File: src/logic/sifid_pkg.sv
// Constants, field positions and types of the system interface identifier and error block
package sifid_pkg;

	// ****************
	// Register map
	// ****************
	localparam logic [35:0] SIFID_MODE_ADDR = 36'hFFF100000;
	localparam logic [35:0] SIFID_STAT_ADDR = 36'hFFF100004;
	localparam logic [19:0] SIFID_MODE_RESET = 20'hFFFF0;
	localparam logic [11:0] SIFID_MODE_TOP_READ = 12'hFFF;
	localparam int SIFID_RATE_BIT = 0;
	localparam int SIFID_WMODE_LO = 1;
	localparam int SIFID_WMODE_HI = 2;

	// ****************
	// Command and identifier layout
	// ****************
	localparam int SIFID_BIT_IDENT = 8;
	localparam int SIFID_BIT_FINAL = 7;
	localparam int SIFID_BIT_RESP = 6;
	localparam int SIFID_BIT_ERR = 5;
	localparam int SIFID_BIT_CHKEN = 4;
	localparam logic [2:0] SIFID_TYPE_READ = 3'h0;
	localparam logic [2:0] SIFID_TYPE_WRITE = 3'h2;
	localparam logic [2:0] SIFID_TYPE_NULL = 3'h3;
	localparam logic [1:0] SIFID_PROP_BLOCK = 2'h2;
	localparam logic [1:0] SIFID_PROP_WORD = 2'h3;
	localparam logic [1:0] SIFID_PROP_RELEASE = 2'h0;
	localparam logic [2:0] SIFID_BLOCK_CODE = 3'h1;
	localparam logic [2:0] SIFID_LAST_BEAT = 3'h7;
	localparam logic [1:0] SIFID_GAP_LAST = 2'h1;

	// ****************
	// Request sizes and states
	// ****************
	localparam logic [1:0] SIFID_SIZE_BYTE = 2'h0;
	localparam logic [1:0] SIFID_SIZE_HALF = 2'h1;
	localparam logic [1:0] SIFID_SIZE_TRI = 2'h2;
	localparam logic [1:0] SIFID_SIZE_WORD = 2'h3;

	typedef enum logic [1:0] {
		SIFID_TX_IDLE = 2'b00,
		SIFID_TX_CMD = 2'b01,
		SIFID_TX_DATA = 2'b10,
		SIFID_TX_GAP = 2'b11
	} sifid_tx_state_type;

endpackage : sifid_pkg

File: src/logic/sifid_parity.sv
// Even parity per byte, used as the check bits of a data beat
`timescale 1ns/1ps
module sifid_parity (
	input wire logic [31:0] data,
	output logic [3:0] check
);
	genvar i;
	generate
		for (i = 0; i < 4; i++) begin : g_byte
			assign check[i] = ^data[8*i +: 8];
		end
	endgenerate
endmodule : sifid_parity

File: src/logic/sifid_align.sv
// Address alignment of a processor request by its size
`timescale 1ns/1ps
module sifid_align (
	input wire logic [31:0] addr,
	input wire logic block,
	input wire logic [1:0] size,
	output logic [31:0] aligned
);
	logic word_like;
	logic half;

	assign word_like = block | (size == sifid_pkg::SIFID_SIZE_WORD);
	assign half = ~block & (size == sifid_pkg::SIFID_SIZE_HALF);
	// Single byte and tri-byte requests keep the full byte address
	assign aligned = word_like ? {addr[31:2], 2'b00} : (half ? {addr[31:1], 1'b0} : addr);
endmodule : sifid_align

File: src/logic/sifid_top.sv
// System interface identifier coding, alignment, mode register and data error handling
//
// The implementer's own choice: the strobed register port.
`timescale 1ns/1ps
module sifid_top (
	input wire logic CLK_SYS,
	input wire logic RST,
	input wire logic [35:0] REG_ADDR,
	input wire logic [31:0] REG_WDATA,
	input wire logic REG_WR,
	input wire logic REG_RD,
	output logic [31:0] REG_RDATA,
	input wire logic REQ_VALID,
	output logic REQ_READY,
	input wire logic REQ_WRITE,
	input wire logic REQ_BLOCK,
	input wire logic [1:0] REQ_SIZE,
	input wire logic [31:0] REQ_ADDR,
	input wire logic [31:0] WDATA_IN,
	input wire logic WDATA_PERR,
	output logic WDATA_TAKE,
	output logic [1:0] WRITE_MODE,
	input wire logic VALID_IN_N,
	input wire logic [8:0] CMD_IN,
	input wire logic [31:0] AD_IN,
	input wire logic [3:0] CHK_IN,
	output logic VALID_OUT_N,
	output logic [8:0] CMD_OUT,
	output logic CMD_OE,
	output logic [31:0] AD_OUT,
	output logic AD_OE,
	output logic [3:0] CHK_OUT,
	output logic CHK_OE,
	output logic RX_VALID,
	output logic [31:0] RX_DATA,
	output logic RX_LAST,
	output logic RX_RESP,
	output logic BUS_ERR,
	output logic LINE_INVALID,
	output logic IF_RELEASE
);

	// ****************
	// Register port
	// ****************
	logic [19:0] mode_reg;
	logic [31:0] rdata_reg;
	logic [31:0] rdata_next;
	logic sel_mode;
	logic sel_stat;
	logic rx_block_reg;
	sifid_pkg::sifid_tx_state_type state_reg;
	sifid_pkg::sifid_tx_state_type state_next;

	assign sel_mode = (REG_ADDR == sifid_pkg::SIFID_MODE_ADDR);
	assign sel_stat = (REG_ADDR == sifid_pkg::SIFID_STAT_ADDR);
	// Upper reserved field is not stored; it reads back as all ones
	assign rdata_next = sel_mode ? {sifid_pkg::SIFID_MODE_TOP_READ, mode_reg} :
		(sel_stat ? {30'h0, rx_block_reg, state_reg != sifid_pkg::SIFID_TX_IDLE} : 32'h00000000);

	always_ff @(posedge CLK_SYS or posedge RST) begin
		if (RST) begin
			mode_reg <= sifid_pkg::SIFID_MODE_RESET;
		end else if (REG_WR && sel_mode) begin
			mode_reg <= REG_WDATA[19:0];
		end
	end

	always_ff @(posedge CLK_SYS or posedge RST) begin
		if (RST) begin
			rdata_reg <= 32'h00000000;
		end else if (REG_RD) begin
			rdata_reg <= rdata_next;
		end else begin
			rdata_reg <= 32'h00000000;
		end
	end

	assign REG_RDATA = rdata_reg;
	// Single-write protocol choice is handed to the request sequencer outside
	assign WRITE_MODE = mode_reg[sifid_pkg::SIFID_WMODE_HI:sifid_pkg::SIFID_WMODE_LO];

	// ****************
	// Request sequencer
	// ****************
	logic req_write_reg;
	logic req_block_reg;
	logic [1:0] req_size_reg;
	logic [31:0] addr_reg;
	logic [31:0] addr_aligned;
	logic [2:0] beat_reg;
	logic [1:0] gap_reg;
	logic paced;
	logic last_beat;
	logic [3:0] tx_check;
	logic [1:0] cmd_prop;
	logic [2:0] cmd_size;
	logic [8:0] cmd_word;
	logic [8:0] ident_word;

	sifid_align u_align (
		.addr(REQ_ADDR),
		.block(REQ_BLOCK),
		.size(REQ_SIZE),
		.aligned(addr_aligned)
	);

	sifid_parity u_tx_parity (
		.data(WDATA_IN),
		.check(tx_check)
	);

	assign paced = req_block_reg & mode_reg[sifid_pkg::SIFID_RATE_BIT];
	assign last_beat = ~req_block_reg | (beat_reg == sifid_pkg::SIFID_LAST_BEAT);
	assign REQ_READY = (state_reg == sifid_pkg::SIFID_TX_IDLE);
	assign WDATA_TAKE = (state_reg == sifid_pkg::SIFID_TX_DATA);
	assign cmd_prop = req_block_reg ? sifid_pkg::SIFID_PROP_BLOCK : sifid_pkg::SIFID_PROP_WORD;
	assign cmd_size = req_block_reg ? sifid_pkg::SIFID_BLOCK_CODE : {1'b0, req_size_reg};
	assign cmd_word = {1'b0, req_write_reg ? sifid_pkg::SIFID_TYPE_WRITE : sifid_pkg::SIFID_TYPE_READ,
		cmd_prop, cmd_size};
	// Reserved low identifier bits are left at zero by this end
	assign ident_word = {1'b1, ~last_beat, 1'b1, WDATA_PERR, 5'h00};

	always_comb begin
		state_next = state_reg;
		unique case (state_reg)
			sifid_pkg::SIFID_TX_IDLE: begin
				if (REQ_VALID) begin
					state_next = sifid_pkg::SIFID_TX_CMD;
				end
			end
			sifid_pkg::SIFID_TX_CMD: begin
				state_next = req_write_reg ? sifid_pkg::SIFID_TX_DATA : sifid_pkg::SIFID_TX_IDLE;
			end
			sifid_pkg::SIFID_TX_DATA: begin
				if (paced) begin
					state_next = sifid_pkg::SIFID_TX_GAP;
				end else if (last_beat) begin
					state_next = sifid_pkg::SIFID_TX_IDLE;
				end
			end
			sifid_pkg::SIFID_TX_GAP: begin
				if (gap_reg == sifid_pkg::SIFID_GAP_LAST) begin
					state_next = (beat_reg == 3'h0) ? sifid_pkg::SIFID_TX_IDLE : sifid_pkg::SIFID_TX_DATA;
				end
			end
		endcase
	end

	always_ff @(posedge CLK_SYS or posedge RST) begin
		if (RST) begin
			state_reg <= sifid_pkg::SIFID_TX_IDLE;
			req_write_reg <= 1'b0;
			req_block_reg <= 1'b0;
			req_size_reg <= 2'h0;
			addr_reg <= 32'h00000000;
		end else begin
			state_reg <= state_next;
			if (REQ_VALID && REQ_READY) begin
				req_write_reg <= REQ_WRITE;
				req_block_reg <= REQ_BLOCK;
				req_size_reg <= REQ_SIZE;
				addr_reg <= addr_aligned;
			end
		end
	end

	// Beat counter wraps to zero after the eighth beat, which ends a paced block
	always_ff @(posedge CLK_SYS or posedge RST) begin
		if (RST) begin
			beat_reg <= 3'h0;
			gap_reg <= 2'h0;
		end else begin
			if (state_reg == sifid_pkg::SIFID_TX_IDLE) begin
				beat_reg <= 3'h0;
			end else if (state_reg == sifid_pkg::SIFID_TX_DATA) begin
				beat_reg <= beat_reg + 3'h1;
			end
			gap_reg <= (state_reg == sifid_pkg::SIFID_TX_GAP) ? gap_reg + 2'h1 : 2'h0;
		end
	end

	// Pin drivers are registered so the bus never sees decode glitches
	always_ff @(posedge CLK_SYS or posedge RST) begin
		if (RST) begin
			VALID_OUT_N <= 1'b1;
			CMD_OUT <= 9'h000;
			AD_OUT <= 32'h00000000;
			CHK_OUT <= 4'h0;
			CMD_OE <= 1'b0;
		end else begin
			VALID_OUT_N <= ~(state_reg == sifid_pkg::SIFID_TX_CMD || state_reg == sifid_pkg::SIFID_TX_DATA);
			CMD_OE <= (state_reg == sifid_pkg::SIFID_TX_CMD || state_reg == sifid_pkg::SIFID_TX_DATA);
			if (state_reg == sifid_pkg::SIFID_TX_CMD) begin
				CMD_OUT <= cmd_word;
				AD_OUT <= addr_reg;
				CHK_OUT <= 4'h0;
			end else if (state_reg == sifid_pkg::SIFID_TX_DATA) begin
				CMD_OUT <= ident_word;
				AD_OUT <= WDATA_IN;
				CHK_OUT <= tx_check;
			end
		end
	end

	assign AD_OE = CMD_OE;
	assign CHK_OE = CMD_OE;

	// ****************
	// Receive path
	// ****************
	logic v_s1_reg;
	logic v_s2_reg;
	logic [8:0] cmd_s1_reg;
	logic [8:0] cmd_s2_reg;
	logic [31:0] ad_s1_reg;
	logic [31:0] ad_s2_reg;
	logic [3:0] chk_s1_reg;
	logic [3:0] chk_s2_reg;
	logic rx_beat;
	logic rx_null;
	logic rx_more;
	logic [3:0] rx_check;
	logic ge_d1_reg;
	logic ge_d2_reg;
	logic gb_d1_reg;
	logic gb_d2_reg;
	logic ck_d1_reg;
	logic ck_d2_reg;
	logic ck_d3_reg;
	logic cb_d1_reg;
	logic cb_d2_reg;
	logic cb_d3_reg;
	logic rx_in_block;

	always_ff @(posedge CLK_SYS or posedge RST) begin
		if (RST) begin
			v_s1_reg <= 1'b0;
			v_s2_reg <= 1'b0;
			cmd_s1_reg <= 9'h000;
			cmd_s2_reg <= 9'h000;
			ad_s1_reg <= 32'h00000000;
			ad_s2_reg <= 32'h00000000;
			chk_s1_reg <= 4'h0;
			chk_s2_reg <= 4'h0;
		end else begin
			v_s1_reg <= ~VALID_IN_N;
			v_s2_reg <= v_s1_reg;
			cmd_s1_reg <= CMD_IN;
			cmd_s2_reg <= cmd_s1_reg;
			ad_s1_reg <= AD_IN;
			ad_s2_reg <= ad_s1_reg;
			chk_s1_reg <= CHK_IN;
			chk_s2_reg <= chk_s1_reg;
		end
	end

	sifid_parity u_rx_parity (
		.data(ad_s2_reg),
		.check(rx_check)
	);

	// Nothing on the bus is looked at unless the agent's valid is asserted
	assign rx_beat = v_s2_reg & cmd_s2_reg[sifid_pkg::SIFID_BIT_IDENT];
	assign rx_null = v_s2_reg & ~cmd_s2_reg[sifid_pkg::SIFID_BIT_IDENT]
		& (cmd_s2_reg[7:5] == sifid_pkg::SIFID_TYPE_NULL)
		& (cmd_s2_reg[4:3] == sifid_pkg::SIFID_PROP_RELEASE);
	assign rx_more = cmd_s2_reg[sifid_pkg::SIFID_BIT_FINAL];
	// A beat belongs to a refill if it is a response and not a lone final beat
	assign rx_in_block = ~cmd_s2_reg[sifid_pkg::SIFID_BIT_RESP] & (rx_more | rx_block_reg);

	always_ff @(posedge CLK_SYS or posedge RST) begin
		if (RST) begin
			RX_VALID <= 1'b0;
			RX_DATA <= 32'h00000000;
			RX_LAST <= 1'b0;
			RX_RESP <= 1'b0;
			IF_RELEASE <= 1'b0;
			rx_block_reg <= 1'b0;
		end else begin
			RX_VALID <= rx_beat;
			IF_RELEASE <= rx_null;
			if (rx_beat) begin
				RX_DATA <= ad_s2_reg;
				RX_LAST <= ~rx_more;
				RX_RESP <= ~cmd_s2_reg[sifid_pkg::SIFID_BIT_RESP];
				rx_block_reg <= rx_in_block & rx_more;
			end
		end
	end

	// Error pipelines: good-data flag after two cycles, check bits after three
	always_ff @(posedge CLK_SYS or posedge RST) begin
		if (RST) begin
			ge_d1_reg <= 1'b0;
			ge_d2_reg <= 1'b0;
			gb_d1_reg <= 1'b0;
			gb_d2_reg <= 1'b0;
			ck_d1_reg <= 1'b0;
			ck_d2_reg <= 1'b0;
			ck_d3_reg <= 1'b0;
			cb_d1_reg <= 1'b0;
			cb_d2_reg <= 1'b0;
			cb_d3_reg <= 1'b0;
		end else begin
			ge_d1_reg <= rx_beat & cmd_s2_reg[sifid_pkg::SIFID_BIT_ERR];
			ge_d2_reg <= ge_d1_reg;
			gb_d1_reg <= rx_beat & rx_in_block;
			gb_d2_reg <= gb_d1_reg;
			ck_d1_reg <= rx_beat & ~cmd_s2_reg[sifid_pkg::SIFID_BIT_CHKEN] & (rx_check != chk_s2_reg);
			ck_d2_reg <= ck_d1_reg;
			ck_d3_reg <= ck_d2_reg;
			cb_d1_reg <= rx_beat & rx_in_block;
			cb_d2_reg <= cb_d1_reg;
			cb_d3_reg <= cb_d2_reg;
		end
	end

	// One error line for both causes; the agent still sends the rest of the block
	assign BUS_ERR = ge_d2_reg | ck_d3_reg;
	assign LINE_INVALID = (ge_d2_reg & gb_d2_reg) | (ck_d3_reg & cb_d3_reg);

	// ****************
	// Checks
	// ****************
	a_null_release: assert property (@(posedge CLK_SYS) disable iff (RST)
		rx_null |=> IF_RELEASE)
		else $error("release null request not flagged");
	a_ident_marks: assert property (@(posedge CLK_SYS) disable iff (RST)
		(state_reg == sifid_pkg::SIFID_TX_DATA) |=> (CMD_OUT[8] && CMD_OE && !VALID_OUT_N))
		else $error("data beat not marked as identifier");
	a_final_beat: assert property (@(posedge CLK_SYS) disable iff (RST)
		(state_reg == sifid_pkg::SIFID_TX_DATA && req_block_reg && beat_reg != 3'h7) |=> CMD_OUT[7])
		else $error("non-final block beat marked final");
	a_write_notresp: assert property (@(posedge CLK_SYS) disable iff (RST)
		(state_reg == sifid_pkg::SIFID_TX_DATA) |=> CMD_OUT[6])
		else $error("write beat marked as response");
	a_perr_mark: assert property (@(posedge CLK_SYS) disable iff (RST)
		(state_reg == sifid_pkg::SIFID_TX_DATA && WDATA_PERR) |=> CMD_OUT[5])
		else $error("parity error beat not marked bad");
	a_word_align: assert property (@(posedge CLK_SYS) disable iff (RST)
		(state_reg == sifid_pkg::SIFID_TX_CMD && (req_block_reg || req_size_reg == 2'h3)) |=> AD_OUT[1:0] == 2'b00)
		else $error("word address not aligned");
	a_half_align: assert property (@(posedge CLK_SYS) disable iff (RST)
		(state_reg == sifid_pkg::SIFID_TX_CMD && !req_block_reg && req_size_reg == 2'h1) |=> !AD_OUT[0])
		else $error("half-word address odd");
	a_reg_readback: assert property (@(posedge CLK_SYS) disable iff (RST)
		(REG_RD && sel_mode) |=> REG_RDATA[19:0] == $past(mode_reg))
		else $error("mode register read mismatch");
	a_pace_gap: assert property (@(posedge CLK_SYS) disable iff (RST)
		(state_reg == sifid_pkg::SIFID_TX_DATA && paced) |=> ##1 (VALID_OUT_N ##1 VALID_OUT_N))
		else $error("paced block beat not followed by two idles");
	a_gooddata_err: assert property (@(posedge CLK_SYS) disable iff (RST)
		(rx_beat && cmd_s2_reg[5]) |-> ##2 BUS_ERR)
		else $error("error data not signalled two cycles later");
	a_check_err: assert property (@(posedge CLK_SYS) disable iff (RST)
		(rx_beat && !cmd_s2_reg[4] && rx_check != chk_s2_reg) |-> ##3 BUS_ERR)
		else $error("check mismatch not signalled three cycles later");
	a_rx_ignore: assert property (@(posedge CLK_SYS) disable iff (RST)
		!v_s2_reg |=> (!RX_VALID && !IF_RELEASE))
		else $error("bus sampled without valid");

	c_block_write: cover property (@(posedge CLK_SYS) disable iff (RST)
		state_reg == sifid_pkg::SIFID_TX_GAP && beat_reg == 3'h0);
	c_refill_error: cover property (@(posedge CLK_SYS) disable iff (RST) LINE_INVALID);
	c_release: cover property (@(posedge CLK_SYS) disable iff (RST) IF_RELEASE);

endmodule : sifid_top

File: config.mk
export PLATFORM = sky130hd
export DESIGN_NAME = sifid_top
export DESIGN_NICKNAME = d
export VERILOG_FILES = /design/src/logic/sifid_pkg.sv /design/src/logic/sifid_parity.sv /design/src/logic/sifid_align.sv /design/src/logic/sifid_top.sv
export SDC_FILE = /design/constraint.sdc
export NUM_CORES = 1
export LEC_CHECK = 0
export BUFFER_PORTS_ARGS = -buffer_cell sky130_fd_sc_hd__buf_2
export CORE_MARGIN = 8
export CORE_UTILIZATION = 45
export CTS_BUF_LIST = sky130_fd_sc_hd__clkbuf_4 sky130_fd_sc_hd__clkbuf_8
export CTS_CLUSTER_SIZE = 16
export DETAILED_ROUTE_END_ITERATION = 10
export GPL_TIMING_DRIVEN = 0
export HOLD_SLACK_MARGIN = 0.05
export PLACE_DENSITY = 0.74
export SLEW_MARGIN = 20
export SYNTH_ARGS = -nofsm -noshare
export SYNTH_HDL_FRONTEND = slang
export SYNTH_HIERARCHICAL = 1
export SYNTH_SLANG_ARGS = --single-unit
export TNS_END_PERCENT = 20
File: constraint.sdc
create_clock -name CLK_SYS -period 9.3 [get_ports CLK_SYS]
set_clock_uncertainty 0.15 [all_clocks]
set_input_delay 2.325 -clock CLK_SYS [delete_from_list [all_inputs] [get_ports CLK_SYS]]
set_output_delay 2.325 -clock CLK_SYS [all_outputs]
set_load 0.05 [all_outputs]
==> report_table.html, run 1 <==
<table>
<tr><th>Metric</th><th>Value</th></tr>
<tr><th colspan="2">Synth</th></tr>
<tr><td>Synth Flop Type</td><td>sky130_fd_sc_hd__dfrtp_1</td></tr>
<tr><td>Biggest area contributors in the synthesized netlist</td><td>sky130_fd_sc_hd__dfrtp_1, sky130_fd_sc_hd__mux2_2, sky130_fd_sc_hd__dfstp_2</td></tr>
<tr><td>Number of storage elements in the synthesis netlist</td><td>between 200 and 300</td></tr>
<tr><td>Simple-gate share of the synthesized area</td><td>0.0641</td></tr>
<tr><td>Ys async rst share</td><td>1.00</td></tr>
<tr><td>Adder-cell area share of the yosys netlist</td><td>0.00996</td></tr>
<tr><td>Mapped Avg Cell Area</td><td>around 14 sq um</td></tr>
<tr><td>Sequential share of the synthesized area</td><td>0.652</td></tr>
<tr><td>Combinational family with the most area after synthesis</td><td>multiplexers</td></tr>
<tr><td>Post-synth top area share</td><td>0.607</td></tr>
<tr><td>Gate count of the mapped netlist</td><td>699</td></tr>
<tr><td>Post-synth top area cell</td><td>sky130_fd_sc_hd__dfrtp_1</td></tr>
<tr><td>Share of synthesized area spent on multiplexers</td><td>0.135</td></tr>
<tr><td>Parity-gate share of the synthesized area counting xor and xnor cells</td><td>0.0531</td></tr>
<tr><td>Number of nets produced by synthesis</td><td>roughly 900</td></tr>
<tr><td>Mapped cell area</td><td>between 10000 and 15000 sq um</td></tr>
<tr><td>Synth Warn #</td><td>6</td></tr>
<tr><td>Count of distinct cell types in the synthesized netlist</td><td>44</td></tr>
<tr><td>Count of flip-flops with a built-in enable after synthesis</td><td>0</td></tr>
<tr><td>Share of the synthesized area in compound gates (AO/OA/AOI/OAI)</td><td>0.0331</td></tr>
<tr><th colspan="2">Place</th></tr>
<tr><td>Final RePlAce weighted congestion</td><td>around 0.8</td></tr>
<tr><td>Number of port buffers</td><td>264</td></tr>
<tr><td>HPWL Detailed</td><td>between 15000 and 20000 um</td></tr>
<tr><td>Worst slack at placement</td><td>5210 ps</td></tr>
<tr><th colspan="2">Final layout</th></tr>
<tr><td>Layout Nets</td><td>1212</td></tr>
<tr><td>Area Overhead vs Synth</td><td>26.6%</td></tr>
<tr><td>Number of fill cells</td><td>between 1500 and 2000</td></tr>
<tr><td>Fraction of final layout cells sized beyond drive strength 1</td><td>0.506</td></tr>
<tr><th colspan="2">Worst setup path</th></tr>
<tr><td>Cell-by-cell trace of the critical path</td><td>inv_1, ha_1, buf_2</td></tr>
<tr><td>CP peak stage delay</td><td>roughly 420 ps</td></tr>
<tr><td>CP Data Arrival Time</td><td>1480 ps</td></tr>
<tr><td>Critical path depth</td><td>3</td></tr>
<tr><td>Cell class contributing the biggest share of worst-path delay</td><td>flip-flops</td></tr>
<tr><td>Crit path launch type</td><td>flop</td></tr>
<tr><td>Critical Path RT</td><td>around 7000 ps</td></tr>
<tr><td>Crit-path slowest cell</td><td>sky130_fd_sc_hd__dfrtp_1</td></tr>
<tr><td>Number of cell instances on the worst register-to-register path</td><td>6</td></tr>
<tr><td>Endpoint type of the worst setup path</td><td>primary output</td></tr>
<tr><td>Setup slack on the worst flop-to-flop path</td><td>6370 ps</td></tr>
<tr><td>Maximum fanout along the worst path</td><td>4</td></tr>
<tr><td>Reg2Reg Launch Point</td><td>state_reg[0]</td></tr>
<tr><td>Crit Reg-Reg Endpoint</td><td>CMD_OUT[7]</td></tr>
<tr><td>Worst setup path category</td><td>flop to primary output</td></tr>
<tr><td>Critical path buffers and inverters</td><td>2</td></tr>
<tr><th colspan="2">Power</th></tr>
<tr><td>Relative contribution of combinational cells to total power</td><td>0.367</td></tr>
<tr><td>Net switching share of the total power</td><td>0.395</td></tr>
<tr><td>Switching power</td><td>~1500 uW</td></tr>
<tr><td>PD cells</td><td>between 300 and 400 nW/um^2</td></tr>
<tr><td>Worst-case vdd ir drop</td><td>274 uV</td></tr>
<tr><td>Int Pwr</td><td>about 2400 uW</td></tr>
<tr><td>Portion of total power attributed to sequential cells</td><td>0.387</td></tr>
<tr><td>Static leakage</td><td>between 0.006 and 0.007 uW</td></tr>
<tr><td>Relative contribution of the clock network to total power</td><td>0.247</td></tr>
<tr><th colspan="2">Floorplanning</th></tr>
<tr><td>Count of pins on the block boundary</td><td>just over 300</td></tr>
<tr><td>Die outline height</td><td>roughly 170 um</td></tr>
<tr><td>Initial cell density of the core</td><td>0.459</td></tr>
<tr><td>DIE WIDTH</td><td>between 150 and 200 um</td></tr>
<tr><td>Die area</td><td>between 20000 and 30000 sq um</td></tr>
<tr><td>Number of placement rows</td><td>54</td></tr>
<tr><td>Core Area</td><td>approximately 22000 sq um</td></tr>
<tr><th colspan="2">Global routing</th></tr>
<tr><td>Vias in the first global route</td><td>7050</td></tr>
<tr><td>Global-route total usage across every layer</td><td>0.175</td></tr>
<tr><td>Maximum number of pins on one net before global-route repair</td><td>37</td></tr>
<tr><td>Global-route wire length before repair</td><td>around 38000 um</td></tr>
<tr><td>Gr ovfl total</td><td>0</td></tr>
<tr><td>Initial antenna violation count</td><td>4</td></tr>
<tr><th colspan="2">Clock network</th></tr>
<tr><td>Max Root-Sink Buffers</td><td>3</td></tr>
<tr><td>Clock tree from TritonCTS</td><td>yes</td></tr>
<tr><td>Buffer count from post-CTS setup fixing</td><td>0</td></tr>
<tr><td>Root Driver</td><td>sky130_fd_sc_hd__clkbuf_8</td></tr>
<tr><td>Clock latency at the later pin of the worst-skew pair</td><td>approximately 540 ps</td></tr>
<tr><td>Clock tree sinks</td><td>261</td></tr>
<tr><td>Number of gates resized after CTS</td><td>0</td></tr>
<tr><td>Hold buffer count at cts</td><td>0</td></tr>
<tr><td>Clk pin slew, worst setup/hold paths</td><td>about 60 ps</td></tr>
<tr><td>TritonCTS Buffers</td><td>43</td></tr>
<tr><td>H-tree levels</td><td>2</td></tr>
<tr><th colspan="2">Drt</th></tr>
<tr><td>Violation count after the first detailed-route iteration</td><td>~220</td></tr>
<tr><td>Antenna violation net count after detailed routing</td><td>0</td></tr>
<tr><td>Total via count in the routed design</td><td>around 6300</td></tr>
<tr><td>Total wire length after detailed routing</td><td>roughly 24000 um</td></tr>
<tr><td>Residual DRC count</td><td>0</td></tr>
<tr><td>Top layer in use</td><td>met5</td></tr>
<tr><td>Detailed-routing wirelength on met1</td><td>9450 um</td></tr>
<tr><td>Average vias per placed instance</td><td>approximately 4.8</td></tr>
<tr><td>Length of routed met2 wiring</td><td>roughly 12000 um</td></tr>
<tr><td>First-pass iteration count of the detailed router</td><td>5</td></tr>
<tr><td>Wire length per cell</td><td>~18 um</td></tr>
<tr><td>Met3 Routed Length</td><td>roughly 2600 um</td></tr>
<tr><th colspan="2">Job</th></tr>
<tr><td>Maximum Capacitance Violations</td><td>0</td></tr>
<tr><th colspan="2">STA</th></tr>
<tr><td>RSZ-0062 raised after global routing</td><td>false</td></tr>
<tr><td>Final number of setup-violating endpoints</td><td>0</td></tr>
<tr><td>Post-Route Setup TNS</td><td>0 ps</td></tr>
<tr><td>Slew Limit Fails</td><td>0</td></tr>
<tr><td>Slew at the pin with the worst max-slew slack</td><td>736 ps</td></tr>
<tr><td>Post-route setup slack</td><td>5340 ps</td></tr>
<tr><td>Minimum period implied by the final worst setup slack</td><td>~4000 ps</td></tr>
<tr><td>Slew margin rel.</td><td>0.508</td></tr>
<tr><td>Final cycle utilization of the critical path</td><td>0.426</td></tr>
<tr><td>Achievable clock frequency</td><td>about 250 MHz</td></tr>
<tr><td>Final number of hold-violating endpoints</td><td>0</td></tr>
<tr><th colspan="2">Worst hold path</th></tr>
<tr><td>Cell count of the worst hold path</td><td>0</td></tr>
<tr><td>Destination of the worst hold path</td><td>ad_s2_reg[5]</td></tr>
<tr><td>Startpoint of the tightest hold check path</td><td>ad_s1_reg[5]</td></tr>
<tr><td>Class of the most critical hold timing path</td><td>flop to flop</td></tr>
<tr><th colspan="2">Status</th></tr>
<tr><td>Outcome</td><td>complete, no violations</td></tr>
</table>
-- cells by family (layout without fill, tap and decap cells) --
family | after synthesis | count (layout)
DFF | 261 | 261
muxes | 124 | 124
and+or+nand+nor | 99 | 99
buffers and inverters | 90 | 432
xor gates and xnor gates | 61 | 61
AOI/OAI and AO/OA | 55 | 55
adders and majority gates | 8 | 8
other | 1 | 4
-- area by class of cell --
| cell class | count | area [sq um] | share of cell area |
|---|---|---|---|
| clock buffers | 61 | 758 | 0.0596 |
| flip-flops and latches | 261 | 6550 | 0.515 |
| multi-input cells | 348 | 2970 | 0.233 |
| diodes | 3 | 7.51 | 0.000590 |
| well taps | 280 | 350 | 0.0275 |
| plain buffers | 73 | 468 | 0.0368 |
| clock inverters | 9 | 62.6 | 0.00492 |
| inverters | 17 | 67.6 | 0.00531 |
| repair buffers | 272 | 1490 | 0.117 |
-- routing by layer --
layer,global-route usage,vias to the layer above
met5,0,-
met3,0.0726,51
met1,0.209,3088
li1,-,2952
met4,0.0617,2
met2,0.282,253
-- Yosys cell counts (all sizes together) (3+ instances only) --
| library cell | n |
|---|---|
| a21oi | 33 |
| a22o | 6 |
| buf | 60 |
| clkbuf | 13 |
| dfrtp | 244 |
| dfstp | 17 |
| ha | 8 |
| inv | 16 |
| mux2 | 89 |
| mux2i | 35 |
| nand2 | 8 |
| nand3 | 4 |
| nand4 | 4 |
| nor2 | 44 |
| nor3 | 3 |
| nor3b | 19 |
| nor4 | 6 |
| o21ai | 7 |
| xnor2 | 49 |
| xor2 | 12 |
-- worst max-delay path by stage --
stage                  startpoint       endpoint  slack (ps)
global route        REG_RDATA[30]  REG_RDATA[25]        5230
finish               state_reg[0]      REQ_READY        5340
detailed placement    REG_ADDR[1]  REG_RDATA[18]        5210
global placement              RST    mode_reg[1]        1910
floorplan                     RST          AD_OE        3400
CTS                 REG_RDATA[30]  REG_RDATA[25]        5290
-- stage by stage --
step	instances	area [sq um]	utilization	total power (uW)	hold slack (ps)
after floorplan	699	10100	-	2560	181
after global placement	1243	11700	0.536	2930	181
after global routing	1324	12700	0.581	4120	196
after detailed placement	1251	11900	0.543	2970	185
after CTS	1321	12700	0.581	3960	196
final	1324	12700	0.581	3900	189
-- power groups by stage --
stage | Combinational (uW) | Sequential [uW] | Clock, uW
6_report | 1430 | 1510 | 962
2_1_floorplan | 653 | 1900 | 0
3_3_place_gp | 1410 | 1520 | 0
4_1_cts | 1450 | 1510 | 996
5_1_grt | 1540 | 1530 | 1050
3_5_place_dp | 1450 | 1520 | 0
-- cells in the final DEF (no fill, tap or decap), types with 2 or more instances in the layout --
cell,netlist,layout
sky130_fd_sc_hd__nand4_1,3,3
sky130_fd_sc_hd__a21oi_1,33,33
sky130_fd_sc_hd__inv_1,16,15
sky130_fd_sc_hd__xnor2_1,49,49
sky130_fd_sc_hd__clkinvlp_4,0,2
sky130_fd_sc_hd__nor3_1,3,3
sky130_fd_sc_hd__a22o_1,6,6
sky130_fd_sc_hd__nor2b_1,2,2
sky130_fd_sc_hd__or4b_4,2,2
sky130_fd_sc_hd__clkbuf_8,0,48
sky130_fd_sc_hd__mux2_2,89,89
sky130_fd_sc_hd__clkinv_2,0,6
sky130_fd_sc_hd__and3_1,2,2
sky130_fd_sc_hd__nor3b_2,19,19
sky130_fd_sc_hd__buf_2,5,269
sky130_fd_sc_hd__nor2_1,44,44
sky130_fd_sc_hd__xor2_1,12,12
sky130_fd_sc_hd__nand2_1,8,8
sky130_fd_sc_hd__nor4_1,5,5
sky130_fd_sc_hd__ha_1,8,8
sky130_fd_sc_hd__diode_2,0,3
sky130_fd_sc_hd__dfrtp_1,244,244
sky130_fd_sc_hd__o21ai_0,7,7
sky130_fd_sc_hd__nand3_1,4,4
sky130_fd_sc_hd__dfstp_2,17,17
sky130_fd_sc_hd__buf_6,2,2
sky130_fd_sc_hd__clkbuf_4,0,13
sky130_fd_sc_hd__buf_12,0,7
sky130_fd_sc_hd__mux2i_1,35,35
sky130_fd_sc_hd__clkbuf_1,13,13
sky130_fd_sc_hd__buf_4,46,46
sky130_fd_sc_hd__buf_1,7,7
Note: power is estimated with default switching activity, not from simulation.
==> run 2: changes to the inputs <==
Settings changed: ABC_AREA from default to 1, PLACE_DENSITY 0.74 to 0.73.
Clock period 9.3 ns to 3.5 ns, I/O delays scaled along.
==> report_table.html, run 2 <==
<table>
<tr><th>Metric</th><th>Value</th></tr>
<tr><th colspan="2">Status</th></tr>
<tr><td>Outcome</td><td>complete, no violations</td></tr>
<tr><th colspan="2">Clock network</th></tr>
<tr><td>Clock tree sinks</td><td>between 200 and 300</td></tr>
<tr><td>Clock latency at the later pin of the worst-skew pair</td><td>540 ps</td></tr>
<tr><td>Root Driver</td><td>sky130_fd_sc_hd__clkbuf_8</td></tr>
<tr><td>Clk pin slew, worst setup/hold paths</td><td>around 60 ps</td></tr>
<tr><td>TritonCTS Buffers</td><td>44</td></tr>
<tr><td>Buffer count from post-CTS setup fixing</td><td>0</td></tr>
<tr><td>Hold buffer count at cts</td><td>0</td></tr>
<tr><td>H-tree levels</td><td>2</td></tr>
<tr><td>Clock tree from TritonCTS</td><td>yes</td></tr>
<tr><td>Number of gates resized after CTS</td><td>0</td></tr>
<tr><td>Max Root-Sink Buffers</td><td>3</td></tr>
<tr><th colspan="2">Synth</th></tr>
<tr><td>Gate count of the mapped netlist</td><td>between 1000 and 1500</td></tr>
<tr><td>Biggest area contributors in the synthesized netlist</td><td>sky130_fd_sc_hd__dfrtp_1, sky130_fd_sc_hd__nand2_1, sky130_fd_sc_hd__inv_1</td></tr>
<tr><td>Synth Warn #</td><td>6</td></tr>
<tr><td>Top cell types by occurrence after synthesis</td><td>sky130_fd_sc_hd__nand2_1, sky130_fd_sc_hd__dfrtp_1, sky130_fd_sc_hd__inv_1</td></tr>
<tr><td>Count of distinct cell types in the synthesized netlist</td><td>33</td></tr>
<tr><td>Mapped cell area</td><td>roughly 11000 sq um</td></tr>
<tr><td>Synth Flop Type</td><td>sky130_fd_sc_hd__dfrtp_1</td></tr>
<tr><td>Number of nets produced by synthesis</td><td>around 1500</td></tr>
<tr><td>Post-synth top area share</td><td>0.554</td></tr>
<tr><td>Sequential share of the synthesized area</td><td>0.594</td></tr>
<tr><td>Post-synth top area cell</td><td>sky130_fd_sc_hd__dfrtp_1</td></tr>
<tr><td>Number of storage elements in the synthesis netlist</td><td>~260</td></tr>
<tr><td>Most common cell in the netlist</td><td>sky130_fd_sc_hd__nand2_1</td></tr>
<tr><td>Ys async rst share</td><td>1.00</td></tr>
<tr><td>Count of flip-flops with a built-in enable after synthesis</td><td>0</td></tr>
<tr><td>Mapped Avg Cell Area</td><td>a little under 9 sq um</td></tr>
<tr><th colspan="2">STA</th></tr>
<tr><td>Final number of hold-violating endpoints</td><td>0</td></tr>
<tr><td>Slew margin rel.</td><td>0.584</td></tr>
<tr><td>Minimum period implied by the final worst setup slack</td><td>between 2000 and 3000 ps</td></tr>
<tr><td>Slew Limit Fails</td><td>0</td></tr>
<tr><td>Achievable clock frequency</td><td>around 370 MHz</td></tr>
<tr><td>Post-Route Setup TNS</td><td>0 ps</td></tr>
<tr><td>Slew at the pin with the worst max-slew slack</td><td>around 620 ps</td></tr>
<tr><td>Final number of setup-violating endpoints</td><td>0</td></tr>
<tr><td>RSZ-0062 raised after global routing</td><td>false</td></tr>
<tr><td>Hold WS</td><td>roughly 190 ps</td></tr>
<tr><td>Final cycle utilization of the critical path</td><td>0.776</td></tr>
<tr><th colspan="2">Drt</th></tr>
<tr><td>Wire length per cell</td><td>around 15 um</td></tr>
<tr><td>Total wire length after detailed routing</td><td>roughly 29000 um</td></tr>
<tr><td>First-pass iteration count of the detailed router</td><td>5</td></tr>
<tr><td>Antenna violation net count after detailed routing</td><td>0</td></tr>
<tr><td>Violation count after the first detailed-route iteration</td><td>448</td></tr>
<tr><td>Average vias per placed instance</td><td>around 4.7</td></tr>
<tr><td>Residual DRC count</td><td>0</td></tr>
<tr><td>Total via count in the routed design</td><td>9119</td></tr>
<tr><th colspan="2">Floorplanning</th></tr>
<tr><td>Initial cell density of the core</td><td>0.456</td></tr>
<tr><td>Core Area</td><td>roughly 24000 sq um</td></tr>
<tr><td>Die outline height</td><td>173 um</td></tr>
<tr><td>Count of pins on the block boundary</td><td>311</td></tr>
<tr><td>DIE WIDTH</td><td>173 um</td></tr>
<tr><td>Die area</td><td>between 20000 and 30000 sq um</td></tr>
<tr><td>Number of placement rows</td><td>57</td></tr>
<tr><th colspan="2">Power</th></tr>
<tr><td>Net switching share of the total power</td><td>0.394</td></tr>
<tr><td>Relative contribution of the clock network to total power</td><td>0.278</td></tr>
<tr><td>Switching power</td><td>around 4000 uW</td></tr>
<tr><td>PD cells</td><td>around 730 nW/um^2</td></tr>
<tr><td>Int Pwr</td><td>6140 uW</td></tr>
<tr><td>Worst-case vdd ir drop</td><td>641 uV</td></tr>
<tr><td>Static leakage</td><td>~0.0078 uW</td></tr>
<tr><td>Portion of total power attributed to sequential cells</td><td>0.385</td></tr>
<tr><td>Power Total</td><td>10100 uW</td></tr>
<tr><td>Relative contribution of combinational cells to total power</td><td>0.337</td></tr>
<tr><th colspan="2">Global routing</th></tr>
<tr><td>Initial antenna violation count</td><td>4</td></tr>
<tr><td>Gr ovfl total</td><td>0</td></tr>
<tr><td>Global-route wire length before repair</td><td>46800 um</td></tr>
<tr><td>Maximum number of pins on one net before global-route repair</td><td>36</td></tr>
<tr><td>Vias in the first global route</td><td>~9400</td></tr>
<tr><td>Global-route total usage across every layer</td><td>0.190</td></tr>
<tr><th colspan="2">Worst setup path</th></tr>
<tr><td>Cell-by-cell trace of the critical path</td><td>inv_1, ha_1, buf_2</td></tr>
<tr><td>Reg2Reg Launch Point</td><td>state_reg[0]</td></tr>
<tr><td>Setup slack on the worst flop-to-flop path</td><td>about 1300 ps</td></tr>
<tr><td>CP Data Arrival Time</td><td>between 1500 and 2000 ps</td></tr>
<tr><td>Crit Reg-Reg Endpoint</td><td>AD_OUT[13]</td></tr>
<tr><td>Worst setup path category</td><td>flop to primary output</td></tr>
<tr><td>CP peak stage delay</td><td>410 ps</td></tr>
<tr><td>Endpoint type of the worst setup path</td><td>primary output</td></tr>
<tr><td>Crit-path slowest cell</td><td>sky130_fd_sc_hd__dfrtp_1</td></tr>
<tr><td>Number of cell instances on the worst register-to-register path</td><td>8</td></tr>
<tr><td>Maximum fanout along the worst path</td><td>7</td></tr>
<tr><td>Crit path launch type</td><td>flop</td></tr>
<tr><td>Critical Path RT</td><td>roughly 2500 ps</td></tr>
<tr><th colspan="2">Final layout</th></tr>
<tr><td>Layout Nets</td><td>1790</td></tr>
<tr><td>Fraction of final layout cells sized beyond drive strength 1</td><td>0.274</td></tr>
<tr><td>Finished layout cell area</td><td>roughly 14000 sq um</td></tr>
<tr><td>Highest-count cells in the layout ignoring fill and taps</td><td>sky130_fd_sc_hd__nand2_1, sky130_fd_sc_hd__buf_2, sky130_fd_sc_hd__dfrtp_1, sky130_fd_sc_hd__inv_1, sky130_fd_sc_hd__nor2_1</td></tr>
<tr><td>Area Overhead vs Synth</td><td>26.2%</td></tr>
<tr><td>Final Core Density</td><td>0.575</td></tr>
<tr><td>Most common cell after layout, fill and taps aside</td><td>sky130_fd_sc_hd__nand2_1</td></tr>
<tr><th colspan="2">Worst hold path</th></tr>
<tr><td>Startpoint of the tightest hold check path</td><td>ad_s1_reg[17]</td></tr>
<tr><td>Destination of the worst hold path</td><td>ad_s2_reg[17]</td></tr>
<tr><td>Cell count of the worst hold path</td><td>0</td></tr>
<tr><td>Class of the most critical hold timing path</td><td>flop to flop</td></tr>
<tr><th colspan="2">Place</th></tr>
<tr><td>Dpl cell area</td><td>about 13000 sq um</td></tr>
<tr><td>Number of port buffers</td><td>264</td></tr>
<tr><td>HPWL Detailed</td><td>between 20000 and 25000 um</td></tr>
<tr><td>Final RePlAce weighted congestion</td><td>about 0.83</td></tr>
<tr><th colspan="2">Job</th></tr>
<tr><td>Maximum Capacitance Violations</td><td>0</td></tr>
</table>
-- run 2: worst max path at each step --
stage	cells past startpoint	endpoint	from
after floorplan	1	AD_OE	RST
after global placement	2	addr_reg[13]	RST
after detailed placement	9	REG_RDATA[16]	REG_ADDR[11]
after CTS	3	WDATA_TAKE	state_reg[0]
after global routing	3	WDATA_TAKE	state_reg[0]
final	3	WDATA_TAKE	state_reg[0]
-- run 2: cells by family after synthesis --
| family | after synthesis | share of synthesized area |
|---|---|---|
| muxes | 5 | 0.00511 |
| adders and majority gates | 8 | 0.00908 |
| other | 1 | 0.000340 |
| and+or+nand+nor | 694 | 0.249 |
| DFF | 261 | 0.594 |
| buffers and inverters | 222 | 0.0926 |
| xor gates and xnor gates | 4 | 0.00318 |
| AOI/OAI and AO/OA | 80 | 0.0461 |
-- run 2: final cells by class --
cell class / count / area (sq um)
repair buffers: 273 / 1520
flip-flops and latches: 261 / 6550
multi-input cells: 792 / 3450
fillers: 2130 / 10300
clock buffers: 70 / 876
diodes: 3 / 7.51
clock inverters: 12 / 75.1
plain buffers: 80 / 488
inverters: 142 / 537
well taps: 324 / 405
-- run 2: power groups by stage --
stage / Combinational (uW) / Sequential, uW / Clock (uW)
after CTS: 3460 / 3900 / 2910
after global routing: 3730 / 3960 / 3050
after global placement: 3350 / 3940 / 0
final: 3410 / 3900 / 2820
after floorplan: 1440 / 4940 / 0
after detailed placement: 3460 / 3940 / 0
-- run 2: through the flow --
step / std cells / setup WS [ps]
floorplan: 1275 / -953
global placement: 1863 / -2450
detailed placement: 1872 / 1130
CTS: 1954 / 727
global route: 1957 / 654
finish: 1957 / 783
-- run 2: routing by layer --
layer  up-vias  global-route usage  routed length, um  share of wire
met1      4299               0.221              11600           0.40
met4         2              0.0547                552          0.019
met3        50              0.0683               2430          0.085
met5         -                   0                 12        0.00042
met2       270               0.325              14100           0.49
li1       4498                   -                  -              -
-- run 2: critical path: cells and delay by family, from the launching register on --
family	cells	cell delay (ps)
buffers and inverters	2	450
flip-flops	1	410
adder cells (fa/ha/maj)	1	290
